`src/pkg/pafp_pkg.sv`:
```
// Package for the port alternate-function pin block: register map, field layout,
// reset values and the segment-line select encoding.
// Assumes a 32-bit AHB-Lite register bus, port registers at byte addresses two apart, the rest four apart.
package pafp_pkg;
  // ****************************************************************
  // Widths
  // ****************************************************************
  localparam int PA_WIDTH     = 16;
  localparam int P4_WIDTH     = 8;
  localparam int SAL_WIDTH    = 2;
  // ****************************************************************
  // Register byte addresses (low 16 bits of haddr)
  // ****************************************************************
  localparam logic [15:0] ADDR_PORT_A_DATA = 16'hffc4;
  localparam logic [15:0] ADDR_PORT_A_DIR  = 16'hffc6;
  localparam logic [15:0] ADDR_PORT4_DATA  = 16'hffc8;
  localparam logic [15:0] ADDR_PORT4_DIR   = 16'hffca;
  localparam logic [15:0] ADDR_BUS_CFG     = 16'hffd0;
  localparam logic [15:0] ADDR_RESET_CFG   = 16'hffd4;
  localparam logic [15:0] ADDR_PIN_STATE   = 16'hffd8;
  // ****************************************************************
  // Reset values and masks
  // ****************************************************************
  localparam logic [15:0] PORT_A_RESET    = 16'h0000;
  localparam logic [7:0]  PORT4_RESET     = 8'h00;
  localparam logic [15:0] PORT_A_MASK     = 16'hbfff;
  localparam logic [31:0] READ_ZERO       = 32'h0000_0000;
  // ****************************************************************
  // Pin positions on the 15-bit port
  // ****************************************************************
  localparam int PIN_TIMER6_TOGGLE_OUT   = 1;
  localparam int PIN_TIMER_CAPTURE_IN   = 2;
  localparam int PIN_TIMER3_TOGGLE_OUT   = 3;
  localparam int PIN_T3UD    = 4;
  localparam int PIN_TIMER4_COUNT_IN    = 5;
  localparam int PIN_TIMER3_COUNT_IN    = 6;
  localparam int PIN_TIMER2_COUNT_IN    = 7;
  localparam int PIN_SS_RX   = 8;
  localparam int PIN_SS_TX   = 9;
  localparam int PIN_ATX     = 10;
  localparam int PIN_ARX     = 11;
  localparam int PIN_BHE     = 12;
  localparam int PIN_SCLK    = 13;
  localparam int PIN_NONE    = 14;
  localparam int PIN_SYSTEM_CLOCK_OUT  = 15;
  // ****************************************************************
  // Bus configuration register fields
  // ****************************************************************
  localparam int CFG_BYTE_HIGH_DISABLE  = 0;
  localparam int CFG_WRITE_SIGNAL_CONFIG   = 1;
  localparam int CFG_CLKEN   = 2;
  localparam int CFG_SSPEN   = 3;
  localparam logic [3:0] BUS_CFG_RESET = 4'h0;
  // ****************************************************************
  // Segment line select encoding
  // ****************************************************************
  typedef enum logic [1:0] {
    PAFP_SAL_1M   = 2'b00,
    PAFP_SAL_64K  = 2'b01,
    PAFP_SAL_16M  = 2'b10,
    PAFP_SAL_256K = 2'b11
  } pafp_sal_type;
  localparam logic [7:0] SEG_MASK_64K  = 8'h00;
  localparam logic [7:0] SEG_MASK_256K = 8'h03;
  localparam logic [7:0] SEG_MASK_1M   = 8'h0f;
  localparam logic [7:0] SEG_MASK_16M  = 8'hff;
  localparam int SAL_STRAP_LSB = 11;
  // AHB codes
  localparam logic [1:0] HTRANS_NONSEQ = 2'b10;
  localparam logic [1:0] HTRANS_SEQ    = 2'b11;
endpackage : pafp_pkg

```
`src/rtl/pafp_sync.sv`:
```
// Three-stage synchroniser bank with change qualification.
// Assumes asynchronous inputs; output changes once stages two and three agree.
`timescale 1ns/1ps
module pafp_sync #(
  parameter int WIDTH = 16
) (
  input  wire logic             clk_in,
  input  wire logic             reset_in,
  input  wire logic [WIDTH-1:0] d_in,
  output logic      [WIDTH-1:0] q_out
);
  import pafp_pkg::*;
  logic [WIDTH-1:0] stage1;
  logic [WIDTH-1:0] stage2;
  logic [WIDTH-1:0] stage3;
  always_ff @(posedge clk_in or posedge reset_in) begin
    if (reset_in) begin
      stage1 <= '0;
      stage2 <= '0;
      stage3 <= '0;
      q_out  <= '0;
    end else begin
      stage1 <= d_in;
      stage2 <= stage1;
      stage3 <= stage2;
      for (int i = 0; i < WIDTH; i++) begin
        if (stage2[i] == stage3[i]) begin
          q_out[i] <= stage3[i];
        end
      end
    end
  end
endmodule : pafp_sync

```
`src/rtl/pafp_port.sv`:
```
// Port alternate-function pin block: 15-bit shared port and 8-bit segment port.
// Assumes an AHB-Lite master on SYS_CLK_IN, pins resolved outside from out/oe.
// Notes on behaviour
// - Alternate output pin value, except the line 12 strobe, is peripheral output ANDed with port latch bit.
// - Unused peripheral alternate outputs rest high.
// - Peripherals read alternate inputs from the synchronised port input latch.
// - Alternate inputs on lines 2, 4, 5, 6, 7 feed capture and timers.
// - Alternate outputs on lines 1, 3, 10 and 15.
// - Reduced variant drops sync serial functions on lines 8, 9, 13: their alternate outputs rest high and their inputs read zero.
// - Clock output enable forces line 15 driver on regardless of direction.
// - After reset line 12 takes byte-high, as the bus config register resets to zero.
// - Byte disable set and write config clear returns line 12 to GPIO.
// - Byte-high or write-high function forces line 12 driver on.
// - During bus hold line 12 uses only its direction and latch bits.
// - 8-bit port data and direction registers in bits 7..0, reset zero.
// - 8-bit port direction zero means input, one means driven output.
// - Selected 8-bit pins output segment address; others stay GPIO.
// - Segment address function is active right after reset.
// - Segment line count latched from lower data port at reset, readable.
// - Reduced variant with sync serial port limits segment lines to four.
// - 15-bit port line direction zero is input, one is output.
// - Data bit 14 exists but drives no pin.
`timescale 1ns/1ps
module pafp_port #(
  parameter bit HAS_SYNC_SERIAL = 1'b1
) (
  input  wire logic                              SYS_CLK_IN,
  input  wire logic                              RESET_IN,
  // AHB-Lite slave
  input  wire logic                              HSEL_IN,
  input  wire logic [31:0]                       HADDR_IN,
  input  wire logic [1:0]                        HTRANS_IN,
  input  wire logic                              HWRITE_IN,
  input  wire logic [2:0]                        HSIZE_IN,
  input  wire logic [31:0]                       HWDATA_IN,
  input  wire logic                              HREADY_IN,
  output logic      [31:0]                       HRDATA_OUT,
  output logic                                   HREADYOUT_OUT,
  output logic                                   HRESP_OUT,
  // 15-bit port pins
  input  wire logic [pafp_pkg::PA_WIDTH-1:0]     PORT_A_PIN_IN,
  output logic      [pafp_pkg::PA_WIDTH-1:0]     PORT_A_PIN_OUT,
  output logic      [pafp_pkg::PA_WIDTH-1:0]     PORT_A_PIN_OE_OUT,
  // 8-bit port pins
  input  wire logic [pafp_pkg::P4_WIDTH-1:0]     PORT4_PIN_IN,
  output logic      [pafp_pkg::P4_WIDTH-1:0]     PORT4_PIN_OUT,
  output logic      [pafp_pkg::P4_WIDTH-1:0]     PORT4_PIN_OE_OUT,
  // Startup straps and bus state
  input  wire logic [15:0]                       LOWER_DATA_PORT_IN,
  input  wire logic                              BUS_HOLD_IN,
  input  wire logic                              SEGMENT_CYCLE_IN,
  input  wire logic [pafp_pkg::P4_WIDTH-1:0]     SEGMENT_ADDR_IN,
  // Peripheral alternate outputs
  input  wire logic                              TIMER6_TOGGLE_IN,
  input  wire logic                              TIMER3_TOGGLE_IN,
  input  wire logic                              ASYNC_SERIAL_TX_IN,
  input  wire logic                              SYSTEM_CLOCK_IN,
  input  wire logic                              BYTE_HIGH_ENABLE_N_IN,
  input  wire logic                              WRITE_HIGH_N_IN,
  input  wire logic                              SYNC_TX_MASTER_IN,
  input  wire logic                              SYNC_RX_MASTER_IN,
  input  wire logic                              SYNC_CLK_IN,
  // Peripheral alternate inputs
  output logic                                   TIMER_CAPTURE_IN_OUT,
  output logic                                   TIMER3_UPDOWN_IN_OUT,
  output logic                                   TIMER4_COUNT_IN_OUT,
  output logic                                   TIMER3_COUNT_IN_OUT,
  output logic                                   TIMER2_COUNT_IN_OUT,
  output logic                                   ASYNC_SERIAL_RX_OUT,
  output logic                                   SYNC_RX_MASTER_OUT,
  output logic                                   SYNC_TX_MASTER_OUT,
  output logic                                   SYNC_CLK_OUT
);
  import pafp_pkg::*;

  // The register layout only serves these widths
  if (PA_WIDTH != 16 || P4_WIDTH != 8) begin : g_bad_width
    $error("pafp_port: unsupported port width");
  end

  // ****************************************************************
  // Registers
  // ****************************************************************
  logic [PA_WIDTH-1:0] port_a_data;
  logic [PA_WIDTH-1:0] port_a_direction;
  logic [P4_WIDTH-1:0] port4_data;
  logic [P4_WIDTH-1:0] port4_direction;
  logic [3:0]          bus_cfg;
  logic [SAL_WIDTH-1:0] segment_line_select;
  logic                strap_pending;
  logic                dphase_valid;
  logic                dphase_write;
  logic [15:0]         dphase_addr;
  logic [PA_WIDTH-1:0] port_a_latch;
  logic [P4_WIDTH-1:0] port4_latch;

  // ****************************************************************
  // Input latches
  // ****************************************************************
  pafp_sync #(.WIDTH(PA_WIDTH)) u_sync_a (
    .clk_in   (SYS_CLK_IN),
    .reset_in (RESET_IN),
    .d_in     (PORT_A_PIN_IN),
    .q_out    (port_a_latch)
  );

  pafp_sync #(.WIDTH(P4_WIDTH)) u_sync_4 (
    .clk_in   (SYS_CLK_IN),
    .reset_in (RESET_IN),
    .d_in     (PORT4_PIN_IN),
    .q_out    (port4_latch)
  );

  // ****************************************************************
  // Bus decode
  // ****************************************************************
  wire        addr_taken    = HSEL_IN && HREADY_IN &&
                              (HTRANS_IN == HTRANS_NONSEQ || HTRANS_IN == HTRANS_SEQ);
  wire        wr_en         = dphase_valid && dphase_write;
  wire        sel_a_data    = dphase_addr == ADDR_PORT_A_DATA;
  wire        sel_a_dir     = dphase_addr == ADDR_PORT_A_DIR;
  wire        sel_4_data    = dphase_addr == ADDR_PORT4_DATA;
  wire        sel_4_dir     = dphase_addr == ADDR_PORT4_DIR;
  wire        sel_cfg       = dphase_addr == ADDR_BUS_CFG;
  wire        sel_rcfg      = dphase_addr == ADDR_RESET_CFG;
  wire        sel_pins      = dphase_addr == ADDR_PIN_STATE;
  wire [15:0] wdata16       = HWDATA_IN[15:0];

  // ****************************************************************
  // Control decode
  // ****************************************************************
  wire byte_high_disable   = bus_cfg[CFG_BYTE_HIGH_DISABLE];
  wire write_signal_config = bus_cfg[CFG_WRITE_SIGNAL_CONFIG];
  wire system_clock_out_enable       = bus_cfg[CFG_CLKEN];
  wire sync_port_lite_on   = bus_cfg[CFG_SSPEN];
  // Line 12 carries a bus strobe unless disabled or bus held
  wire bhe_mode            = !write_signal_config && !byte_high_disable;
  wire wrh_mode            = write_signal_config;
  wire line12_alt          = (bhe_mode || wrh_mode) && !BUS_HOLD_IN;
  wire line12_value        = wrh_mode ? WRITE_HIGH_N_IN : BYTE_HIGH_ENABLE_N_IN;

  // Segment lines, limited on reduced variant with port-lite active
  wire [7:0] seg_mask_raw  = (segment_line_select == PAFP_SAL_256K) ? SEG_MASK_256K :
                             (segment_line_select == PAFP_SAL_1M)   ? SEG_MASK_1M   :
                             (segment_line_select == PAFP_SAL_16M)  ? SEG_MASK_16M  :
                                                                     SEG_MASK_64K;
  wire       seg_limit     = !HAS_SYNC_SERIAL && sync_port_lite_on;
  wire [7:0] seg_mask      = seg_limit ? (seg_mask_raw & SEG_MASK_1M) : seg_mask_raw;
  wire [7:0] seg_drive     = seg_mask & {P4_WIDTH{SEGMENT_CYCLE_IN}};

  // Alternate output values, high when unused
  logic [PA_WIDTH-1:0] alt_out;
  always_comb begin
    alt_out                = {PA_WIDTH{1'b1}};
    alt_out[PIN_TIMER6_TOGGLE_OUT]     = TIMER6_TOGGLE_IN;
    alt_out[PIN_TIMER3_TOGGLE_OUT]     = TIMER3_TOGGLE_IN;
    alt_out[PIN_ATX]       = ASYNC_SERIAL_TX_IN;
    alt_out[PIN_SYSTEM_CLOCK_OUT]    = system_clock_out_enable ? SYSTEM_CLOCK_IN : 1'b1;
    if (HAS_SYNC_SERIAL) begin
      alt_out[PIN_SS_RX]   = SYNC_RX_MASTER_IN;
      alt_out[PIN_SS_TX]   = SYNC_TX_MASTER_IN;
      alt_out[PIN_SCLK]    = SYNC_CLK_IN;
    end
  end

  logic [PA_WIDTH-1:0] next_pin_a;
  logic [PA_WIDTH-1:0] next_oe_a;
  always_comb begin
    next_pin_a             = alt_out & port_a_data;
    next_oe_a              = port_a_direction;
    next_oe_a[PIN_SYSTEM_CLOCK_OUT]  = port_a_direction[PIN_SYSTEM_CLOCK_OUT] || system_clock_out_enable;
    if (line12_alt) begin
      next_pin_a[PIN_BHE]  = line12_value;
      next_oe_a[PIN_BHE]   = 1'b1;
    end
    next_pin_a[PIN_NONE]   = 1'b0;
    next_oe_a[PIN_NONE]    = 1'b0;
  end

  // A segment line ignores the port latch while its cycle runs
  logic [P4_WIDTH-1:0] next_pin_4;
  for (genvar i = 0; i < P4_WIDTH; i++) begin : g_seg_pin
    assign next_pin_4[i] = seg_drive[i] ? SEGMENT_ADDR_IN[i] : port4_data[i];
  end
  wire [7:0] next_oe_4  = seg_mask | port4_direction;

  logic [31:0] read_mux;
  always_comb begin
    read_mux = READ_ZERO;
    if (sel_a_data) begin
      read_mux[15:0] = port_a_data;
    end else if (sel_a_dir) begin
      read_mux[15:0] = port_a_direction;
    end else if (sel_4_data) begin
      read_mux[7:0] = port4_data;
    end else if (sel_4_dir) begin
      read_mux[7:0] = port4_direction;
    end else if (sel_cfg) begin
      read_mux[3:0] = bus_cfg;
    end else if (sel_rcfg) begin
      read_mux[SAL_WIDTH-1:0] = segment_line_select;
    end else if (sel_pins) begin
      read_mux[15:0]  = port_a_latch;
      read_mux[23:16] = port4_latch;
    end
  end

  // ****************************************************************
  // Bus phase tracking
  // ****************************************************************
  always_ff @(posedge SYS_CLK_IN or posedge RESET_IN) begin
    if (RESET_IN) begin
      dphase_valid <= 1'b0;
      dphase_write <= 1'b0;
      dphase_addr  <= 16'h0000;
    end else if (HREADY_IN) begin
      dphase_valid <= addr_taken;
      dphase_write <= HWRITE_IN;
      dphase_addr  <= HADDR_IN[15:0];
    end
  end

  always_ff @(posedge SYS_CLK_IN or posedge RESET_IN) begin
    if (RESET_IN) begin
      HREADYOUT_OUT <= 1'b1;
      HRESP_OUT     <= 1'b0;
    end else begin
      // A read waits one cycle so the data comes from a flip-flop
      HREADYOUT_OUT <= !(addr_taken && !HWRITE_IN);
      HRESP_OUT     <= 1'b0;
    end
  end

  // Read data stands until the next read replaces it
  always_ff @(posedge SYS_CLK_IN or posedge RESET_IN) begin
    if (RESET_IN) begin
      HRDATA_OUT <= READ_ZERO;
    end else if (dphase_valid && !dphase_write && !HREADYOUT_OUT) begin
      HRDATA_OUT <= read_mux;
    end
  end

  // ****************************************************************
  // Port registers
  // ****************************************************************
  always_ff @(posedge SYS_CLK_IN or posedge RESET_IN) begin
    if (RESET_IN) begin
      port_a_data      <= PORT_A_RESET;
      port_a_direction <= PORT_A_RESET;
      port4_data       <= PORT4_RESET;
      port4_direction  <= PORT4_RESET;
    end else if (wr_en) begin
      // Bit 14 is kept in the data register although no pin shows it
      if (sel_a_data) port_a_data <= wdata16;
      if (sel_a_dir)  port_a_direction <= wdata16 & PORT_A_MASK;
      if (sel_4_data) port4_data <= wdata16[P4_WIDTH-1:0];
      if (sel_4_dir)  port4_direction <= wdata16[P4_WIDTH-1:0];
    end
  end

  // Reset value puts the byte-high strobe on line 12 at once
  always_ff @(posedge SYS_CLK_IN or posedge RESET_IN) begin
    if (RESET_IN) begin
      bus_cfg <= BUS_CFG_RESET;
    end else if (wr_en && sel_cfg) begin
      bus_cfg <= wdata16[3:0];
    end
  end

  // Segment line strap caught on the first edge after reset release
  always_ff @(posedge SYS_CLK_IN or posedge RESET_IN) begin
    if (RESET_IN) begin
      strap_pending       <= 1'b1;
      segment_line_select <= PAFP_SAL_64K;
    end else if (strap_pending) begin
      strap_pending       <= 1'b0;
      segment_line_select <= LOWER_DATA_PORT_IN[SAL_STRAP_LSB +: SAL_WIDTH];
    end
  end

  // ****************************************************************
  // Pin outputs and alternate inputs
  // ****************************************************************
  always_ff @(posedge SYS_CLK_IN or posedge RESET_IN) begin
    if (RESET_IN) begin
      PORT_A_PIN_OUT       <= '0;
      PORT_A_PIN_OE_OUT    <= '0;
      PORT4_PIN_OUT        <= '0;
      PORT4_PIN_OE_OUT     <= '0;
    end else begin
      PORT_A_PIN_OUT       <= next_pin_a;
      PORT_A_PIN_OE_OUT    <= next_oe_a;
      PORT4_PIN_OUT        <= next_pin_4;
      PORT4_PIN_OE_OUT     <= next_oe_4;
    end
  end

  // Peripherals see the synchronised latch, never the raw pin
  always_ff @(posedge SYS_CLK_IN or posedge RESET_IN) begin
    if (RESET_IN) begin
      TIMER_CAPTURE_IN_OUT <= 1'b0;
      TIMER3_UPDOWN_IN_OUT <= 1'b0;
      TIMER4_COUNT_IN_OUT  <= 1'b0;
      TIMER3_COUNT_IN_OUT  <= 1'b0;
      TIMER2_COUNT_IN_OUT  <= 1'b0;
      ASYNC_SERIAL_RX_OUT  <= 1'b0;
      SYNC_RX_MASTER_OUT   <= 1'b0;
      SYNC_TX_MASTER_OUT   <= 1'b0;
      SYNC_CLK_OUT         <= 1'b0;
    end else begin
      TIMER_CAPTURE_IN_OUT <= port_a_latch[PIN_TIMER_CAPTURE_IN];
      TIMER3_UPDOWN_IN_OUT <= port_a_latch[PIN_T3UD];
      TIMER4_COUNT_IN_OUT  <= port_a_latch[PIN_TIMER4_COUNT_IN];
      TIMER3_COUNT_IN_OUT  <= port_a_latch[PIN_TIMER3_COUNT_IN];
      TIMER2_COUNT_IN_OUT  <= port_a_latch[PIN_TIMER2_COUNT_IN];
      ASYNC_SERIAL_RX_OUT  <= port_a_latch[PIN_ARX];
      SYNC_RX_MASTER_OUT   <= HAS_SYNC_SERIAL && port_a_latch[PIN_SS_RX];
      SYNC_TX_MASTER_OUT   <= HAS_SYNC_SERIAL && port_a_latch[PIN_SS_TX];
      SYNC_CLK_OUT         <= HAS_SYNC_SERIAL && port_a_latch[PIN_SCLK];
    end
  end
endmodule : pafp_port

```
`config.mk`:
```
export PLATFORM = sky130hd
export DESIGN_NAME = pafp_port
export DESIGN_NICKNAME = d
export VERILOG_FILES = /design/src/pkg/pafp_pkg.sv /design/src/rtl/pafp_sync.sv /design/src/rtl/pafp_port.sv
export SDC_FILE = /design/constraint.sdc
export NUM_CORES = 1
export LEC_CHECK = 0
export ABC_AREA = 0
export BUFFER_PORTS_ARGS = -buffer_cell sky130_fd_sc_hd__buf_2
export CORE_UTILIZATION = 35
export DETAILED_ROUTE_END_ITERATION = 10
export PLACE_DENSITY = 0.66
export SYNTH_ARGS = -nofsm -noshare
export SYNTH_HDL_FRONTEND = slang
export SYNTH_SLANG_ARGS = --single-unit
```
`constraint.sdc`:
```
create_clock -name SYS_CLK_IN -period 17.83 [get_ports SYS_CLK_IN]
set_input_delay 0.8915 -clock SYS_CLK_IN [delete_from_list [all_inputs] [get_ports SYS_CLK_IN]]
set_output_delay 0.8915 -clock SYS_CLK_IN [all_outputs]
set_load 0.05 [all_outputs]
```
==> Yosys cells after proc, flatten, opt, wreduce, memory -nomap -nowiden <==
Index checks and enable logic that the tools add are counted.
{ "classes": {"n_reduce_logical": 24, "bitwise_logic": 3, "mux": 34, "eq_ne": 35} }
{ "ops": {"columns": ["operator", "n"], "rows": [
  ["two-way mux 24 bit", 7],
  ["== test 16 bit, second input constant", 7],
  ["two-way mux 16 bit", 4],
  ["two-way mux 8 bit", 7],
  ["== test 1 bit", 24],
  ["two-way mux 22 bit", 1],
  ["two-way mux 20 bit", 1],
  ["bitwise AND 16 bit", 1],
  ["two-way mux 1 bit", 12],
  ["logical AND 1 bit", 9],
  ["bitwise AND 8 bit", 1],
  ["== test 2 bit, second input constant", 4],
  ["bitwise OR 8 bit", 1],
  ["AND reduction 2 bit", 4],
  ["logical NOT 1 bit", 7],
  ["two-way mux 4 bit", 1],
  ["logical OR 1 bit", 3],
  ["logical NOT 2 bit", 1],
  ["two-way mux 2 bit", 1]
]} }
{ "totals": {"out_inout_bits": 91, "in_bits": 133, "regBits": 248, "elab_cells": 151} }

==> Longest topological paths before layout <==
{ "logic_depth": {"ltp_word": 14, "ltp_mapped": 8, "ltp_nobuf": 5} }

==> Modules after synthesis <==
Synthesis repeated with hierarchy kept, for this count alone.
{ "unflattened": {"cells_unflattened": 593, "hier_area_um2": 8794.7} }
{ "by_module_without_submodules": {"columns": ["module", "cells_per_inst", "seq_area_each_um2", "area_per_inst_um2", "instances"], "rows": [
  ["pafp_port", 471, 3807.4, 6114.6, 1],
  ["pafp_sync at u_sync_a", 81, 1601.5, 1785.5, 1],
  ["pafp_sync at u_sync_4", 41, 800.8, 894.6, 1]
]} }

==> Least setup slack after synthesis <==
Ideal clock, no wire load.
{ "synth_timing": {"path_type": "register to register", "from": "reg dphase_addr[2]", "to": "reg port4_data[0]", "required_time_ps": 17705, "period_less_slack_ps": 2097, "n_path_buf": 3, "path_stages_with_launch": 8, "setup_slack_ps": 15733, "setup_ps": 125, "t_arrival_ps": 1972, "cell_sequence": "dfrtp_1 -> buf_6 -> nand2b_4 -> or3_1 -> buf_2 -> or4_4 -> buf_6 -> mux2_4"} }
{ "synth_via": {"elab_chain_len": 2} }
{ "synth_lines": {"columns": ["item", "line_no", "rtl"], "rows": [
  ["start, declared", "pafp_port.sv:93", "logic [15:0] dphase_addr;"],
  ["start signal, assigned", "pafp_port.sv:219", "dphase_addr <= HADDR_IN[15:0];"],
  ["== test 16 bit", "pafp_port.sv:122", "wire sel_4_data = dphase_addr == ADDR_PORT4_DATA;"],
  ["AND reduction 2 bit (no source line)", null, null],
  ["end signal, assigned", "pafp_port.sv:256", "if (sel_4_data) port4_data <= wdata16[P4_WIDTH-1:0];"],
  ["end, declared", "pafp_port.sv:86", "logic [P4_WIDTH-1:0] port4_data;"]
]} }
No other way between the ends.
A chain may end at the register's enable or synchronous reset.

==> Worst setup path in the final report <==
{ "layout_timing": {"from": "reg dphase_addr[3]", "to": "reg port_a_data[5]"} }
{ "layout_via": {"elab_chain_len": 2} }
{ "layout_lines": {"columns": ["item", "line_no", "rtl"], "rows": [
  ["== test 16 bit", "pafp_port.sv:120", "wire sel_a_data = dphase_addr == ADDR_PORT_A_DATA;"],
  ["AND reduction 2 bit (no source line)", null, null],
  ["end signal, assigned", "pafp_port.sv:254", "if (sel_a_data) port_a_data <= wdata16;"],
  ["end, declared", "pafp_port.sv:84", "logic [PA_WIDTH-1:0] port_a_data;"]
]} }
No other way between the ends.

==> flow_metrics.tcl <==
set metrics [dict create \
    register_area_um2 6210 \
    relSlewSlack_pct 19.4 \
    synth_edf_count 0 \
    cp.required_ns 18.23 \
    nets 892 \
    layout-drive-gt1-share_pct 39.1 \
    fin_ws_ns 14.81 \
    h-tree-depth 1 \
    synthFlopType "dfrtp_1" \
    max_freq_mhz 331 \
    start_util_pct 35.8 \
    crit_slowest_cell "nor2_2" \
    die_h_um 160 \
    cts_setup_buffers 0 \
    hold_class "flop to flop" \
    ant_nets 0 \
    power.density_nw_per_um2 119 \
    drt-total-wl_um 19500 \
    finalCritPeriodShare_pct 17.0 \
    wl_per_cell_um 17.7 \
    final_common_cell "dfrtp_1" \
    place_hpwl_um 13200 \
    drc_errors 0 \
    cp_data_arrival_time_ns 3.42 \
    setup_tns_ns 0 \
    yosysSeqAreaShare_pct 71.1 \
    crit_chain "and4b_1 -> and4_1 -> nand2_1 -> nor2_2 -> mux2_2" \
    worst-setup-path-type "flop to flop" \
    ys_warn_count 0 \
    syn_to_final_growth_pct 23.7 \
    critPathMaxFanout 16 \
    viasPerCell 4.75 \
    first_pass_iters 4 \
    cts_tree "yes" \
    async_reset_ff_share_pct 100 \
    p_total_mw 1.29 \
    path_clk_slew_ns 0.06 \
    ys_types 51 \
    cts.path.max_buffers 3 \
    fillers 2281 \
    timing.max_cap.violations 0 \
    num_vias 5230 \
    setup_viol 0 \
    die_area_um2 25600 \
    overflow 0 \
    tightest_slew_ns 1.21 \
    rsz0062_at_grt "false" \
    gp_congestion 0.847 \
    ir_drop_v 0.0000624 \
    grt_pass1_vias 5380 \
    clkLatencyLatePin_ns 0.51 \
    clock-sinks 248 \
    final_core_util_pct 44.3 \
    hold_viol_final 0 \
    skew_ns 0.00483 \
    grt_max_degree 91 \
    io_pins 224 \
    multi_input_area_um2 2370 \
    endpoint_kind "flop" \
    synth_area_um2 8740 \
    synth-seq-cells 248 \
    ctsResizeCount 0 \
    p_leak_nw 5.10 \
    fp.coreArea_um2 24400 \
    worst_path_largest_cell_delay_ns 0.98 \
    die_width_um 160 \
    root_buffer "clkbuf_16" \
    maxSlewViolCount 0 \
    numCtsBuffers 27 \
    crit_buf_inv 0 \
    status "finished clean" \
    io_buffers 162 \
    cp_top_family "simple AND/OR/NAND/NOR gates" \
    synth_area_per_cell_um2 15.0 \
    grt_pass1_wl_um 31000 \
    fp-row-count 57 \
    drt-initial-drc-count 352 \
    syn_inst 582 \
    cp-start-kind "flop" \
    antenna_found_initial 2 \
    fin_crit_ns 3.02 \
    cts_hold_buf 0 \
    pre_cts_slack_ns 14.84 \
    grt_usage_pct 15.6 \
    final_cell_mix "dfrtp_1, buf_2, mux2_2" \
]
per-stage QoR:
stage	hold slack, ns	area (um2)	instances
after CTS	0.348	10800	1101
final	0.344	10800	1102
after detailed placement	0.335	9880	1054
after global placement	0.331	9880	1054
after floorplan	0.331	8780	593
after global routing	0.350	10800	1101
power by group:
part / internal, mW / switching (mW) / total [mW] / leakage [nW]
registers: 0.594 / 0.0200 / 0.614 / 3.03
logic: 0.0310 / 0.0723 / 0.103 / 1.62
clock network: 0.359 / 0.213 / 0.572 / 0.450
total: 0.984 / 0.306 / 1.29 / 5.10
state kept, by name, indices dropped and copies added (netlist names), 2 cells and up:
register             cells
HRDATA_OUT              24
PORT4_PIN_OE_OUT         8
u_sync_a.stage1         16
PORT4_PIN_OUT            8
u_sync_a.stage3         16
port_a_data             16
u_sync_4.stage3          8
port4_direction          8
segment_line_select      2
u_sync_a.q_out          16
dphase_addr             16
u_sync_a.stage2         16
PORT_A_PIN_OUT          15
port4_data               8
u_sync_4.stage1          8
port_a_direction        15
bus_cfg                  4
u_sync_4.stage2          8
PORT_A_PIN_OE_OUT       15
u_sync_4.q_out           8
cells in the mapped netlist, types with 2 or more instances:
cell type,n,area (um2)
or3_1,6,37.5
nand4b_1,3,26.3
or4_1,2,15.0
mux2i_1,6,60.1
buf_2,6,30.0
clkbuf_1,10,37.5
a2bb2oi_1,5,43.8
dfstp_2,3,78.8
mux2_4,8,120
maj3_1,24,240
inv_1,6,22.5
and3b_1,2,17.5
nor2_1,15,56.3
mux2_2,71,800
nor3_1,10,50.1
nand3_1,16,80.1
and2_1,6,37.5
nor2b_1,2,12.5
a22oi_1,3,22.5
dfrtp_1,245,6130
nand2_1,39,146
buf_4,13,97.6
nand4_1,2,12.5
o31ai_1,7,52.6
and4_1,3,26.3
nand2b_1,7,43.8
buf_6,2,22.5
o21ai_0,17,85.1
a21oi_1,9,45.0
a221oi_1,13,114
kinds of logic (layout without fill, tap and decap cells):
kind of cell / Yosys count / in the layout / share of synthesized area (%)
AOI/OAI and AO/OA: 62 / 62 / 4.87
other: 1 / 13 / 0.0429
and+or+nand+nor: 124 / 124 / 7.60
buffers and inverters: 38 / 222 / 2.45
muxes: 85 / 85 / 11.2
adders and majority gates: 24 / 24 / 2.75
DFF: 248 / 248 / 71.1
path summary, 6_finish.rpt:
path | startpoint | endpoint | slack, ns | cells past startpoint
max | dphase_addr[3] | port_a_data[5] | 14.81 | 5
min | u_sync_a.stage1[9] | u_sync_a.stage2[9] | 0.34 | 0
max reg2reg | dphase_addr[3] | port_a_data[5] | 14.81 | 5
min reg2reg | u_sync_a.stage1[9] | u_sync_a.stage2[9] | 0.34 | 0
max in group asynchronous | RESET_IN | port_a_data[11] | 15.93 | 3
min in group asynchronous | RESET_IN | PORT_A_PIN_OUT[13] | 0.45 | 2
layout make-up:
type / instances / share of cell area, %
inverter: 6 / 0.278
clock buffer: 38 / 7.19
sequential: 248 / 57.5
multi-input combinational: 307 / 21.9
antenna: 1 / 0.0232
tap: 324 / 3.75
clock inverter: 9 / 1.39
timing repair buffer: 169 / 7.99
layer usage:
metal  up-vias  track usage (%)  share of wire [%]  routed length, um
met5         -                0              0.051                 10
met4         2             3.59                1.4                280
met3        29             3.58                6.9               1340
met2       170             25.1                 47               9150
met1      2641             21.5                 45               8730
li1       2388                -                  -                  -
Note: power is estimated with default switching activity, not from simulation.
